--- config.mk ---
export PLATFORM = sky130hd
export DESIGN_NAME = hdc_holdover_dac
export DESIGN_NICKNAME = d
export VERILOG_FILES = /design/src/logic/hdc_pkg.sv /design/src/logic/hdc_holdover_dac.sv
export SDC_FILE = /design/constraint.sdc
export NUM_CORES = 1
export LEC_CHECK = 0
export BUFFER_PORTS_ARGS = -buffer_cell sky130_fd_sc_hd__buf_2
export CAP_MARGIN = 20
export CORE_ASPECT_RATIO = 1.4
export CORE_MARGIN = 4
export CORE_UTILIZATION = 30
export CTS_CLUSTER_DIAMETER = 200
export DETAILED_ROUTE_END_ITERATION = 10
export PLACE_DENSITY = 0.6
export SLEW_MARGIN = 20
export SYNTH_ARGS = -nofsm -noshare
export SYNTH_HDL_FRONTEND = slang
export SYNTH_SLANG_ARGS = --single-unit
--- constraint.sdc ---
create_clock -name pclk -period 6.6 [get_ports pclk]
set_input_delay 0 -clock pclk [delete_from_list [all_inputs] [get_ports pclk]]
set_output_delay 0 -clock pclk [all_outputs]
set_load 0.1 [all_outputs]
--- src/logic/hdc_pkg.sv ---
// Package for the holdover DAC control block: register map, fields, resets, timing.
// Assumes a 100 MHz pclk and APB with 32-bit data; register indices times four give byte addresses.
package hdc_pkg;

  localparam int unsigned CLK_KHZ = 100000;

  // Register indices; byte address is four times the index
  localparam logic [11:0] IDX_HOLDOVER_CONTROL = 12'h014b;
  localparam logic [11:0] IDX_MANUAL_DAC_LOW   = 12'h014c;
  localparam logic [11:0] IDX_LOWER_TRIP       = 12'h014d;
  localparam logic [11:0] IDX_TRIGGER_CONTROL  = 12'h0160;
  localparam logic [11:0] IDX_STATUS           = 12'h0161;
  localparam logic [11:0] IDX_TRACKED_CODE     = 12'h0162;

  // Holdover control fields
  localparam int unsigned CTL_TIMEOUT_LSB = 6;
  localparam int unsigned CTL_CHECK_EN    = 5;
  localparam int unsigned CTL_FOLLOW_EN   = 4;
  localparam int unsigned CTL_FORCE       = 3;
  localparam int unsigned CTL_FIXED_SEL   = 2;
  localparam logic [7:0]  CTL_RESET       = 8'h16;
  localparam logic [7:0]  DAC_LOW_RESET   = 8'h00;
  localparam logic [7:0]  TRIP_RESET      = 8'h00;

  // Trigger control fields: upper trip in [5:0]
  localparam int unsigned TRG_ABSENCE_EN = 6;
  localparam int unsigned TRG_TUNE_EN    = 7;
  localparam logic [7:0]  TRG_RESET      = 8'h00;

  // Tracked code after reset and trip scaling
  localparam logic [9:0]  TRACK_RESET   = 10'h200;
  localparam int unsigned TRIP_STEP_LOG = 4;
  localparam logic [10:0] CODE_SPAN     = 11'h400;

  // Absence timeouts as printed, in kHz, and their cycle counts (rounded down)
  localparam int unsigned TIMEOUT0_KHZ = 370;
  localparam int unsigned TIMEOUT1_KHZ = 2100;
  localparam int unsigned TIMEOUT2_KHZ = 8800;
  localparam int unsigned TIMEOUT3_KHZ = 22000;
  localparam logic [8:0]  TIMEOUT0_CYC = 9'(CLK_KHZ / TIMEOUT0_KHZ);
  localparam logic [8:0]  TIMEOUT1_CYC = 9'(CLK_KHZ / TIMEOUT1_KHZ);
  localparam logic [8:0]  TIMEOUT2_CYC = 9'(CLK_KHZ / TIMEOUT2_KHZ);
  localparam logic [8:0]  TIMEOUT3_CYC = 9'(CLK_KHZ / TIMEOUT3_KHZ);

endpackage

--- src/logic/hdc_holdover_dac.sv ---
// Holdover DAC control: absence timeout, tune tracking DAC, forced holdover, trip band.
// Assumes APB master on pclk; all other inputs synchronous to pclk.
// Behaviour
// - A reference input idle for the selected timeout raises a clock switch event.
// - The absence timeout check runs only while its enable bit is set.
// - With follow enabled the DAC tracks the tuning voltage only while the first loop is locked.
// - After reset the tracked DAC code starts at 512.
// - Tracking runs in every mode, not only in holdover.
// - The override bit forces holdover regardless of other triggers until cleared.
// - In forced holdover the DAC takes the fixed value when selected, else the tracked value.
// - The fixed select bit picks automatic at 0 and manual at 1, and resets to 1.
// - The fixed value is 10 bits, upper two in the control register, lower eight next.
// - The lower trip field n sets a threshold of (n+1) sixty-fourths of Vcc above ground.
// - The upper trip field n sets a threshold of (n+1) sixty-fourths of Vcc below Vcc.
// - Input absence enters holdover only when the absence holdover enable is set.
//
// The APB register port was chosen for this implementation.
`timescale 1ns/1ps
`default_nettype none

module hdc_holdover_dac (
  input  wire logic        pclk,
  input  wire logic        presetn,
  input  wire logic        psel,
  input  wire logic        penable,
  input  wire logic        pwrite,
  input  wire logic [11:0] paddr,
  input  wire logic [31:0] pwdata,
  output logic      [31:0] prdata,
  output logic             pready,
  output logic             pslverr,
  input  wire logic        reference_activity,
  input  wire logic        first_loop_locked,
  input  wire logic [9:0]  tune_code,
  input  wire logic        track_tick,
  output logic      [9:0]  dac_code,
  output logic             holdover_active,
  output logic             input_absence,
  output logic             clock_switch_event
);

  // Scaled trip threshold in code units: (n+1) * 1024/64
  function automatic logic [10:0] trip_code(input logic [5:0] n);
    trip_code = 11'({5'h00, n} + 11'h001) << hdc_pkg::TRIP_STEP_LOG;
  endfunction

  function automatic logic [9:0] word_index(input logic [11:0] addr);
    word_index = addr[11:2];
  endfunction

  logic [7:0]  ctl_q, ctl_d;
  logic [7:0]  dac_low_q, dac_low_d;
  logic [7:0]  trip_low_q, trip_low_d;
  logic [7:0]  trg_q, trg_d;
  logic [31:0] prdata_q, prdata_d;
  logic        pready_q, pready_d;
  logic        pslverr_q, pslverr_d;
  logic [8:0]  idle_cnt_q, idle_cnt_d;
  logic        absence_q, absence_d;
  logic        event_q, event_d;
  logic [9:0]  tracked_q, tracked_d;
  logic [9:0]  dac_q, dac_d;
  logic        hold_q, hold_d;

  logic        access, mapped;
  logic [9:0]  widx;
  logic [8:0]  timeout_cyc;
  logic [9:0]  fixed_value;
  logic [10:0] low_code, high_code;
  logic        below_low, above_high, tune_trip;
  logic        following;

  assign access      = psel && penable;
  assign widx        = word_index(paddr);
  assign mapped      = (paddr[1:0] == 2'b00) &&
                       (widx == hdc_pkg::IDX_HOLDOVER_CONTROL[9:0] ||
                        widx == hdc_pkg::IDX_MANUAL_DAC_LOW[9:0]   ||
                        widx == hdc_pkg::IDX_LOWER_TRIP[9:0]       ||
                        widx == hdc_pkg::IDX_TRIGGER_CONTROL[9:0]  ||
                        widx == hdc_pkg::IDX_STATUS[9:0]           ||
                        widx == hdc_pkg::IDX_TRACKED_CODE[9:0]);
  assign fixed_value = {ctl_q[1:0], dac_low_q};

  // Register bus: one wait state, write lands on the completing edge
  always_comb begin
    ctl_d      = ctl_q;
    dac_low_d  = dac_low_q;
    trip_low_d = trip_low_q;
    trg_d      = trg_q;
    prdata_d   = prdata_q;
    pready_d   = access && !pready_q;
    pslverr_d  = access && !pready_q && !mapped;
    if (access && !pready_q) begin
      prdata_d = 32'h0000_0000;
      if (mapped && !pwrite) begin
        unique case (widx)
          hdc_pkg::IDX_HOLDOVER_CONTROL[9:0]: prdata_d = {24'h00_0000, ctl_q};
          hdc_pkg::IDX_MANUAL_DAC_LOW[9:0]:   prdata_d = {24'h00_0000, dac_low_q};
          hdc_pkg::IDX_LOWER_TRIP[9:0]:       prdata_d = {24'h00_0000, 2'b00, trip_low_q[5:0]};
          hdc_pkg::IDX_TRIGGER_CONTROL[9:0]:  prdata_d = {24'h00_0000, trg_q[7:6], 6'h00} |
                                                         {26'h000_0000, trg_q[5:0]};
          hdc_pkg::IDX_STATUS[9:0]:           prdata_d = {20'h0_0000, absence_q, hold_q,
                                                          dac_q};
          default:                            prdata_d = {22'h00_0000, tracked_q};
        endcase
      end
    end
    if (access && pready_q && pwrite && mapped) begin
      if (widx == hdc_pkg::IDX_HOLDOVER_CONTROL[9:0]) begin
        ctl_d = pwdata[7:0];
      end
      if (widx == hdc_pkg::IDX_MANUAL_DAC_LOW[9:0]) begin
        dac_low_d = pwdata[7:0];
      end
      if (widx == hdc_pkg::IDX_LOWER_TRIP[9:0]) begin
        trip_low_d = {2'b00, pwdata[5:0]};
      end
      if (widx == hdc_pkg::IDX_TRIGGER_CONTROL[9:0]) begin
        trg_d = pwdata[7:0];
      end
    end
  end

  always_ff @(posedge pclk or negedge presetn) begin
    if (!presetn) begin
      ctl_q      <= hdc_pkg::CTL_RESET;
      dac_low_q  <= hdc_pkg::DAC_LOW_RESET;
      trip_low_q <= hdc_pkg::TRIP_RESET;
      trg_q      <= hdc_pkg::TRG_RESET;
      prdata_q   <= 32'h0000_0000;
      pready_q   <= 1'b0;
      pslverr_q  <= 1'b0;
    end else begin
      ctl_q      <= ctl_d;
      dac_low_q  <= dac_low_d;
      trip_low_q <= trip_low_d;
      trg_q      <= trg_d;
      prdata_q   <= prdata_d;
      pready_q   <= pready_d;
      pslverr_q  <= pslverr_d;
    end
  end

  // Absence timer; timeouts are rounded down so a slow edge never hides a lost input
  always_comb begin
    unique case (ctl_q[hdc_pkg::CTL_TIMEOUT_LSB +: 2])
      2'd0: timeout_cyc = hdc_pkg::TIMEOUT0_CYC;
      2'd1: timeout_cyc = hdc_pkg::TIMEOUT1_CYC;
      2'd2: timeout_cyc = hdc_pkg::TIMEOUT2_CYC;
      2'd3: timeout_cyc = hdc_pkg::TIMEOUT3_CYC;
    endcase
  end

  always_comb begin
    idle_cnt_d = idle_cnt_q;
    absence_d  = absence_q;
    if (!ctl_q[hdc_pkg::CTL_CHECK_EN] || reference_activity) begin
      idle_cnt_d = 9'h000;
      absence_d  = 1'b0;
    end else if (idle_cnt_q >= timeout_cyc - 9'h001) begin
      absence_d = 1'b1;
    end else begin
      idle_cnt_d = idle_cnt_q + 9'h001;
    end
    event_d = absence_d && !absence_q;
  end

  always_ff @(posedge pclk or negedge presetn) begin
    if (!presetn) begin
      idle_cnt_q <= 9'h000;
      absence_q  <= 1'b0;
      event_q    <= 1'b0;
    end else begin
      idle_cnt_q <= idle_cnt_d;
      absence_q  <= absence_d;
      event_q    <= event_d;
    end
  end

  // Tracking runs whatever the mode, so the code doubles as a tune voltage monitor
  // One code per tick; the tick rate is set outside this block
  // Slow steps keep a noisy tune reading from dragging the holdover value
  assign following = ctl_q[hdc_pkg::CTL_FOLLOW_EN] && first_loop_locked && track_tick;

  always_comb begin
    tracked_d = tracked_q;
    if (following) begin
      if (tune_code > tracked_q) begin
        tracked_d = tracked_q + 10'h001;
      end else if (tune_code < tracked_q) begin
        tracked_d = tracked_q - 10'h001;
      end
    end
  end

  // Trip band in code units
  assign low_code   = trip_code(trip_low_q[5:0]);
  assign high_code  = hdc_pkg::CODE_SPAN - trip_code(trg_q[5:0]);
  assign below_low  = {1'b0, tracked_q} <= low_code;
  assign above_high = {1'b0, tracked_q} >= high_code;
  assign tune_trip  = trg_q[hdc_pkg::TRG_TUNE_EN] && (below_low || above_high);

  always_comb begin
    hold_d = ctl_q[hdc_pkg::CTL_FORCE]
           || (trg_q[hdc_pkg::TRG_ABSENCE_EN] && absence_q)
           || tune_trip;
    if (hold_d && ctl_q[hdc_pkg::CTL_FIXED_SEL]) begin
      dac_d = fixed_value;
    end else begin
      dac_d = tracked_q;
    end
  end

  always_ff @(posedge pclk or negedge presetn) begin
    if (!presetn) begin
      tracked_q <= hdc_pkg::TRACK_RESET;
      dac_q     <= hdc_pkg::TRACK_RESET;
      hold_q    <= 1'b0;
    end else begin
      tracked_q <= tracked_d;
      dac_q     <= dac_d;
      hold_q    <= hold_d;
    end
  end

  assign prdata             = prdata_q;
  assign pready             = pready_q;
  assign pslverr            = pslverr_q;
  assign dac_code           = dac_q;
  assign holdover_active    = hold_q;
  assign input_absence      = absence_q;
  assign clock_switch_event = event_q;

  // Checks; helper flag marks the first cycle after reset release
  logic seen_q;
  always_ff @(posedge pclk or negedge presetn) begin
    if (!presetn) begin
      seen_q <= 1'b0;
    end else begin
      seen_q <= 1'b1;
    end
  end
endmodule

`default_nettype wire

==> results_dict.tcl, run 1 <==
set metrics [dict create \
    tightest_slew_ps 880 \
    ctsLongestPathBuffers 2 \
    post-dp-hpwl_um 9680 \
    multi_input_comb_area_um2 2800 \
    cap_violations 0 \
    fin_crit_ps 4010 \
    die_h_um 160 \
    syn_inst 493 \
    hold_path_class "in2reg" \
    drcViolationCount 0 \
    yosysSeqAreaShare_pct 38.6 \
    fp.coreArea_um2 16200 \
    cts.sinks 76 \
    avgSynthCellArea_um2 10.0 \
    antenna_found_initial 0 \
    initial_core_util_pct 30.6 \
    drtAntennaViolNets 0 \
    synth_commonest_cells "dfrtp_1 (71), ha_1 (49), mux2_2 (44)" \
    p_total_mw 1.05 \
    synth_cell_type_count 58 \
    netlist_area_um2 4940 \
    report.final.slew_viol_count 0 \
    rsz0062_at_grt "no" \
    row_count 55 \
    setup_viol 0 \
    seqCellArea_um2 1910 \
    regToRegSetupSlack_ps 2590 \
    diodes 0 \
    drt-initial-drc-count 296 \
    grt_pass1_vias 4068 \
    tritoncts "yes" \
    max_freq_ghz 0.249 \
    worstSetupPathType "reg2reg" \
    endpoint "tracked_q[9]$_DFFE_PN1P_" \
    htree_levels 3 \
    fin_hold_ws_ps 46.1 \
    synth.most_common_cell "dfrtp_1" \
    post-cts-setup-buffers 0 \
    p_per_area_nw_per_um2 180 \
    critPathLaunchType "flop" \
    leakage_nw 2.66 \
    relSlewSlack_pct 40.9 \
    hold_start "track_tick" \
    min_period_over_period_pct 60.7 \
    dr_total_vias 3978 \
    grt_max_degree 77 \
    synth-seq-cells 76 \
    crit_arrival_ps 4280 \
    grt_overflow 0 \
    outcome "complete, no violations" \
    hold_viol_final 0 \
    drt_wl_total_um 12600 \
    endpoint_kind "flop" \
    grtUsageTotal_pct 13.9 \
    path_max_fanout 8 \
    vias_per_cell 5.15 \
    worst_r2r_path_depth 15 \
    die-area_um2 18600 \
    die_w_um 116 \
    fillerInstances 1621 \
    layout-area-overhead-vs-synth_pct 17.4 \
    io_buffers 64 \
    grt_pass1_wl_um 20500 \
    ir_worst_vdd_mv 0.178 \
    cts_root_buf "clkbuf_16" \
    utilization_pct 35.9 \
    nNetsFinal 680 \
    drt-pass1-iter-count 5 \
    synthArstFlopShare_pct 100 \
    reg2reg_to "tracked_q[9]$_DFFE_PN1P_" \
    startpoint "tracked_q[7]$_DFFE_PN0P_" \
    ys.flop_type "dfrtp_1" \
    clk_latency_ps 340 \
    yosysTopAreaCell "dfrtp_1" \
    synth.area.top_cells "dfrtp_1 (36%), ha_1 (12%), mux2_2 (10%), o21ai_0 (3.6%), buf_4 (3.2%)" \
    synth_edf_count 0 \
    yosysTopAreaCellShare_pct 35.9 \
    r2r_start "tracked_q[7]$_DFFE_PN0P_" \
    crit_required_ps 6870 \
    clk_pin_slew_ps 60 \
    tns_ps 0 \
    fin_skew_ps 9.46 \
    drive_above_1_share_pct 25.0 \
    wl_per_cell_um 16.3 \
    synth_warnings 0 \
    gp_congestion 0.846 \
    io_pins 109 \
    cts_made_buffers 9 \
]
[power breakdown]
group          internal (mW)  switching [mW]  total, mW  leakage (nW)
logic                 0.0212          0.0845      0.106          1.57
registers              0.467        0.000396      0.467         0.954
clock network          0.260           0.214      0.473         0.137
total                  0.748           0.298       1.05          2.66
[registers in the layout, indices dropped and copies added, names as in the netlist]
| signal | count |
|---|---|
| clock_switch_event | 1 |
| ctl_q | 8 |
| dac_code | 10 |
| dac_low_q | 8 |
| holdover_active | 1 |
| idle_cnt_q | 9 |
| input_absence | 1 |
| prdata | 12 |
| pready | 1 |
| pslverr | 1 |
| tracked_q | 10 |
| trg_q | 8 |
| trip_low_q | 6 |
[metrics by stage]
step	area [um2]	setup WS (ps)	std cells
floorplan	5010	3120	512
global placement	5400	2610	746
detailed placement	5400	2550	746
CTS	5780	2530	771
global route	5800	2080	772
finish	5800	2590	772
[how the worst min path moves through the flow]
stage	endpoint	slack [ps]	cells past startpoint
final	tracked_q[9]$_DFFE_PN1P_	50	4
after global routing	pslverr$_DFF_PN0_	80	4
after CTS	tracked_q[9]$_DFFE_PN1P_	40	4
after detailed placement	dac_code[0]$_DFF_PN0_	230	1
after global placement	dac_code[2]$_DFF_PN0_	220	1
after floorplan	clock_switch_event$_DFF_PN0_	-300	0
[layout by cell type, fill, tap and decap left out, types with 10 or more instances in the layout]
cell / count
buf_2: 63
o21ai_0: 36
dfrtp_1: 71
nor2_1: 29
inv_1: 29
mux2_2: 44
xnor2_1: 13
a21oi_1: 14
nor3_1: 10
nand3_1: 13
nand2_1: 40
ha_1: 49
conb_1: 21
mux2i_1: 11
[cells by family (layout without fill, tap and decap cells)]
logic type	after synthesis	in the layout	synth area share, %
and+or+nand+nor	135	135	13.8
AOI/OAI and AO/OA	97	97	12.9
DFF	76	76	38.6
buffers and inverters	59	120	6.13
muxes	55	55	12.3
adders and majority gates	50	50	12.8
xor gates and xnor gates	19	19	3.37
other	2	21	0.152
[critical path: stages (launching register included)]
cell	delay, ps
dfrtp_1	530
inv_1	110
ha_1	310
a211oi_1	200
nor2_1	70
a2111oi_0	650
nor2_1	180
inv_1	270
ha_1	300
a211oi_1	280
o21ai_0	140
a31o_2	270
a31oi_1	200
mux2i_1	200
nor2_1	70
xnor2_1	140
[metal layers]
layer,GRT usage [%],part of all wire (%),up-vias
met5,0,0,-
met3,2.77,6.2,21
li1,-,-,1900
met2,23.9,51,125
met1,16.7,41,1932
met4,5.38,2.6,0
[repair_timing]
action | CTS | global route
hold endpoints to repair | 101 | 0
gates resized for setup | 0 | 0
hold buffers | 9 | 0
[layout make-up]
type                    instances  share of cell area (%)
flip-flops and latches         76                    32.9
well taps                     199                    4.29
clock inverters                 7                    1.03
inverters                      29                    1.88
clock buffers                   9                    3.88
multi-input cells             377                    48.3
repair buffers                 75                    7.72
(Power assumes the default switching activity.)
==> inputs of run 2 (changes only) <==
ABC_AREA = 1   (was unset)
PLACE_DENSITY = 0.61   (was 0.6)
clock period = 3.4 ns   (was 6.6 ns; I/O delays follow)
==> run 2 against run 1 <==
Effect of this change:
- non-clock buffer count increased by 10
- die area increased by 9.8%
- global-route usage increased by 0.80 points
- hold slack got worse by 1.8 ps
- cell area increased by 11%
- combinational power increased to 4.0 times the previous value
- synthesized area increased by 10%
- setup slack got worse by 2200 ps
- clock-buffer cell count unchanged
- largest power group unchanged
- first-iteration DRC count increased by 19%
==> results_dict.tcl, run 2 <==
set metrics [dict create \
    diodes 0 \
    ctsLongestPathBuffers 2 \
    clk_pin_slew_ps 60 \
    dr_total_vias 4978 \
    crit_required_ps 3610 \
    leakage_nw 3.40 \
    worstSetupPathType "reg2reg" \
    gp_congestion 0.816 \
    drt-initial-drc-count 353 \
    crit_chain "inv_1, ha_1, nand2_1, nor2_1, nand2_1, inv_1, o21ai_0, nand3_1, nand2_2, ha_1, a21oi_1, o21ai_0, a21oi_1, nor2_1, nor2_1, xor2_1, o21ai_0" \
    row_count 58 \
    whs_path_depth 4 \
    p_per_area_nw_per_um2 378 \
    wl_per_cell_um 14.1 \
    hold_path_end "prdata[4]$_DFFE_PN0P_" \
    drive_above_1_share_pct 15.4 \
    synth.most_common_cell "nand2_1" \
    cts_made_buffers 9 \
    post-place-ws_ps 190 \
    fin_crit_ps 3050 \
    avgSynthCellArea_um2 7.55 \
    ys.flop_type "dfrtp_1" \
    clk_latency_ps 340 \
    max_stage_delay_ps 520 \
    post-dp-hpwl_um 11500 \
    setup_viol 0 \
    vias_per_cell 4.74 \
    grt_max_degree 77 \
    die_w_um 122 \
    tightest_slew_ps 813 \
    endpoint_kind "flop" \
    grtUsageTotal_pct 14.7 \
    yosysTopAreaCellShare_pct 32.5 \
    synth_edf_count 0 \
    path_delay_family "simple AND/OR/NAND/NOR gates" \
    drt_wl_total_um 14800 \
    reg2reg_to "tracked_q[7]$_DFFE_PN0P_" \
    path_max_fanout 11 \
    report.final.slew_viol_count 0 \
    nNetsFinal 918 \
    grt_overflow 0 \
    grt_pass1_wl_um 24100 \
    io_buffers 64 \
    htree_levels 3 \
    fp.coreArea_um2 17900 \
    critPathLaunchType "flop" \
    layout_common_cells "nand2_1 (213), dfrtp_1 (71), inv_1 (64)" \
    synth.area.top_cells "dfrtp_1 (33%), nand2_1 (15%), ha_1 (11%), nand3_1 (5.5%), inv_1 (4.4%)" \
    cap_violations 0 \
    fin_skew_ps 7.59 \
    final_common_cell "nand2_1" \
    hold_start "pwrite" \
    post-cts-setup-buffers 0 \
    relSlewSlack_pct 45.6 \
    hold_viol_final 0 \
    netlist_area_um2 5460 \
    fillerInstances 1905 \
    min_period_over_period_pct 89.9 \
    die_h_um 168 \
    synthArstFlopShare_pct 100 \
    die-area_um2 20500 \
    largest_reg_flops 12 \
    drtAntennaViolNets 0 \
    layout-area-overhead-vs-synth_pct 18.4 \
    io_pins 109 \
    worst_r2r_path_depth 17 \
    worst_path_max_delay_cell "dfstp_2" \
    tritoncts "yes" \
    hold_path_class "in2reg" \
    yosysSeqAreaShare_pct 34.9 \
    regToRegSetupSlack_ps 350 \
    initial_core_util_pct 30.5 \
    synth_commonest_cells "nand2_1 (214), dfrtp_1 (71), inv_1 (64)" \
    cp.buffers_inverters 2 \
    outcome "complete, no violations" \
    crit_arrival_ps 3270 \
    cts.sinks 76 \
    max_freq_ghz 0.327 \
    synth_warnings 0 \
    drt-pass1-iter-count 5 \
    r2r_start "tracked_q[9]$_DFFE_PN1P_" \
    yosysTopAreaCell "dfrtp_1" \
    p_total_mw 2.44 \
    synth-seq-cells 76 \
    syn_inst 723 \
    cts_root_buf "clkbuf_16" \
    ir_worst_vdd_mv 0.265 \
    grt_pass1_vias 4822 \
    tns_ps 0 \
    worst_slack_ps 345 \
    drcViolationCount 0 \
    antenna_found_initial 0 \
    synth_cell_type_count 42 \
    rsz0062_at_grt "no" \
]
==> run 2: changes by cell type after synthesis, sizes merged, moves of 11 or more <==
cell,previous run,this run
xor2,6,18
nor2,31,66
mux2i,11,0
nand3,14,63
nand2,41,218
nand4,6,26
inv,29,71
mux2,44,0
==> run 2: worst max path at each step <==
| stage | startpoint | slack, ps | end | cells after the start |
|---|---|---|---|---|
| floorplan | tracked_q[9]$_DFFE_PN1P_ | 540 | tracked_q[9]$_DFFE_PN1P_ | 18 |
| global placement | tracked_q[9]$_DFFE_PN1P_ | 220 | tracked_q[7]$_DFFE_PN0P_ | 17 |
| detailed placement | tracked_q[9]$_DFFE_PN1P_ | 190 | tracked_q[7]$_DFFE_PN0P_ | 17 |
| CTS | tracked_q[9]$_DFFE_PN1P_ | 180 | tracked_q[7]$_DFFE_PN0P_ | 17 |
| global route | tracked_q[9]$_DFFE_PN1P_ | 80 | tracked_q[7]$_DFFE_PN0P_ | 17 |
| finish | tracked_q[9]$_DFFE_PN1P_ | 350 | tracked_q[7]$_DFFE_PN0P_ | 17 |
==> run 2: kinds of logic after synthesis <==
logic type               share of synthesized area [%]
other                                            0.138
buffers and inverters                             8.84
AND/OR/NAND/NOR                                   32.7
AO/OA/AOI/OAI                                     7.74
XOR/XNOR                                          4.01
flip-flops                                        34.9
adder cells (fa/ha/maj)                           11.6
==> run 2: worst reg2reg max path, stage by stage (launching register included) <==
cell,delay [ps]
dfstp_2,520
inv_1,60
ha_1,290
nand2_1,70
nor2_1,130
nand2_1,70
inv_1,80
o21ai_0,80
nand3_1,120
nand2_2,170
ha_1,380
a21oi_1,190
o21ai_0,130
a21oi_1,230
nor2_1,70
nor2_1,110
xor2_1,150
o21ai_0,80
==> run 2: power breakdown <==
part           switching [mW]  internal (mW)
clock                   0.408          0.648
sequential             0.0322          0.927
combinational           0.328         0.0987
total                   0.768           1.67
==> run 2: per-stage QoR <==
stage	instances	hold WS (ps)	utilization [%]	cell area, um2
after CTS	1050	33.5	35.9	6440
after global routing	1051	63.2	36.1	6470
after detailed placement	1025	232	33.6	6020
after floorplan	742	-296	-	5530
after global placement	1025	221	33.6	6020
final	1051	44.3	36.1	6470
==> run 2: routing by layer <==
metal	wire length, um	vias to the layer above	track usage [%]	part of all wire (%)
li1	-	2500	-	-
met1	6360	2311	18.6	43
met2	7210	143	25.1	49
met3	848	24	2.26	5.7
met4	367	0	5.27	2.5
met5	0	-	0	0
==> run 2: final cells by class <==
type	instances	area (um2)	area share, %
multi-input cells	563	3140	48.6
flip-flops and latches	76	1910	29.5
repair buffers	85	523	8.09
well taps	240	300	4.64
inverters	71	267	4.12
clock buffers	9	225	3.48
clock inverters	7	98.8	1.53
==> run 2: timing repair <==
item                                   in CTS  in global routing
endpoints found under the hold margin     101                  0
hold buffers                                9                  0
gates resized for setup                     0                  2
setup endpoints to repair                   0                  4
==> inputs of run 3 (changes only) <==
CORE_MARGIN = 10   (was 4)
==> run 3 against run 2 <==
Effect of this change:
- sequential share of layout area grew 0.30 points
- combinational power about the same
- maximum frequency decreased by 0.64%
- largest cell class unchanged
- critical endpoint unchanged
- critical path depth unchanged
- largest power group is now sequential cells
- wire length up 3.0%
==> results_dict.tcl, run 3 (synthesis gave the netlist of run 2 again) <==
set metrics [dict create \
    outcome "complete, no violations" \
    rsz0062_at_grt "no" \
    htree_levels 3 \
    antenna_found_initial 0 \
    grt_pass1_wl_um 24900 \
    cap_violations 0 \
    setup_viol 0 \
    fin_area_um2 6410 \
    hold_start "reference_activity" \
    clk_latency_ps 340 \
    dp_cells 1023 \
    p_total_mw 2.28 \
    clk_pin_slew_ps 60 \
    tns_ps 0 \
    gp_congestion 0.839 \
    dr_total_vias 4926 \
    drt-initial-drc-count 294 \
    drt_wl_total_um 15200 \
    largest_reg_flops 12 \
    hold_viol_final 0 \
    crit_required_ps 3600 \
    path_max_fanout 11 \
    regToRegSetupSlack_ps 330 \
    diodes 0 \
    layout-area-overhead-vs-synth_pct 17.3 \
    ir_worst_vdd_mv 0.240 \
    ctsLongestPathBuffers 2 \
    grt_pass1_vias 4843 \
    report.final.slew_viol_count 0 \
    drive_above_1_share_pct 15.1 \
    final_cells 1049 \
    fp.coreArea_um2 17900 \
    worst_path_max_delay_cell "dfstp_2" \
    r2r_start "tracked_q[9]$_DFFE_PN1P_" \
    place_area_um2 6010 \
    leakage_nw 3.37 \
    max_freq_ghz 0.325 \
    whs_path_depth 4 \
    drt-pass1-iter-count 5 \
    crit_chain "inv_1, ha_1, nand2_1, nor2_1, nand2_1, inv_1, o21ai_0, nand3_1, nand2_4, ha_1, a21oi_1, o21ai_0, a21oi_1, nor2_1, nor2_1, xor2_1, o21ai_0" \
    die-area_um2 24100 \
    drtAntennaViolNets 0 \
    nNetsFinal 916 \
    post-cts-setup-buffers 0 \
    worstSetupPathType "reg2reg" \
    max_stage_delay_ps 530 \
    die_h_um 180 \
    hold_path_end "idle_cnt_q[1]$_DFFE_PN0P_" \
    row_count 58 \
    cp.buffers_inverters 2 \
    drcViolationCount 0 \
    vias_per_cell 4.70 \
    grt_max_degree 77 \
    fin_crit_ps 3070 \
    hold_path_class "in2reg" \
    initial_core_util_pct 30.5 \
    grt_overflow 0 \
    final_common_cell "nand2_1" \
    critPathLaunchType "flop" \
    io_pins 109 \
    cts_made_buffers 9 \
    path_delay_family "simple AND/OR/NAND/NOR gates" \
    p_per_area_nw_per_um2 356 \
    die_w_um 134 \
    endpoint_kind "flop" \
    fin_skew_ps 7.99 \
    tritoncts "yes" \
    io_buffers 64 \
    reg2reg_to "tracked_q[7]$_DFFE_PN0P_" \
    tightest_slew_ps 769 \
    wl_per_cell_um 14.5 \
    layout_common_cells "nand2_1 (213), dfrtp_1 (70), inv_1 (64)" \
    grtUsageTotal_pct 12.6 \
    post-dp-hpwl_um 11900 \
    min_period_over_period_pct 90.4 \
    relSlewSlack_pct 48.5 \
    crit_arrival_ps 3270 \
    worst_r2r_path_depth 17 \
    cts_root_buf "clkbuf_16" \
    cts.sinks 76 \
]
==> run 3: changes by cell type in the layout (fill, tap and decap cells not counted), moves of 2 or more <==
| cell | previous run | this run |
|---|---|---|
| buf_4 | 12 | 10 |
| bufinv_16 | 2 | 0 |
| clkbuf_1 | 0 | 2 |
| inv_6 | 2 | 0 |
==> run 3: how the worst max path moves through the flow <==
| stage | start | end | cells after the start |
|---|---|---|---|
| finish | tracked_q[9]$_DFFE_PN1P_ | tracked_q[7]$_DFFE_PN0P_ | 17 |
| global route | tracked_q[9]$_DFFE_PN1P_ | tracked_q[7]$_DFFE_PN0P_ | 17 |
| floorplan | tracked_q[9]$_DFFE_PN1P_ | tracked_q[9]$_DFFE_PN1P_ | 18 |
| global placement | tracked_q[9]$_DFFE_PN1P_ | tracked_q[9]$_DFFE_PN1P_ | 18 |
| CTS | tracked_q[9]$_DFFE_PN1P_ | tracked_q[7]$_DFFE_PN0P_ | 17 |
| detailed placement | tracked_q[9]$_DFFE_PN1P_ | tracked_q[7]$_DFFE_PN0P_ | 17 |
==> run 3: timing repair <==
action	CTS	global route
hold buffers	9	0
resized for setup	0	3
setup endpoints to repair	0	6
hold endpoints to repair	101	0
==> run 3: stage by stage <==
stage / worst slack [ps] / hold WS (ps) / util [%]
detailed placement: 169 / 225 / 33.5
finish: 325 / 28.9 / 35.7
floorplan: 540 / -296 / -
global placement: 250 / 220 / 33.5
CTS: 149 / 21.9 / 35.5
global route: 6.68 / 66.5 / 35.7
==> run 3: cell type report <==
type	instances	area, um2
tap	240	300
multi-input combinational	563	3150
inverter	71	267
clock inverter	4	26.3
clock buffer	12	246
sequential	76	1910
fill	1902	11500
timing repair buffer	83	508
==> run 3: routing by layer <==
metal	track usage (%)	wire length, um	share of wire, %
met1	15.3	6660	44
met2	21.0	7320	48
met3	3.18	962	6.3
met4	4.36	290	1.9
met5	0	0	0
==> run 3: report_power, final <==
part           internal [mW]  switching [mW]  leakage [nW]
Clock                  0.514           0.381         0.133
Sequential             0.927          0.0323         0.945
Combinational         0.0993           0.330          2.29
Total                   1.54           0.742          3.37
==> run 3: worst register-to-register path, delay by kind of cell, from the launching register on <==
family | cells | cell delay, ps
AOI/OAI and AO/OA | 5 | 720
DFF | 1 | 530
xor gates and xnor gates | 1 | 150
and+or+nand+nor | 7 | 760
buffers and inverters | 2 | 130
adders and majority gates | 2 | 650
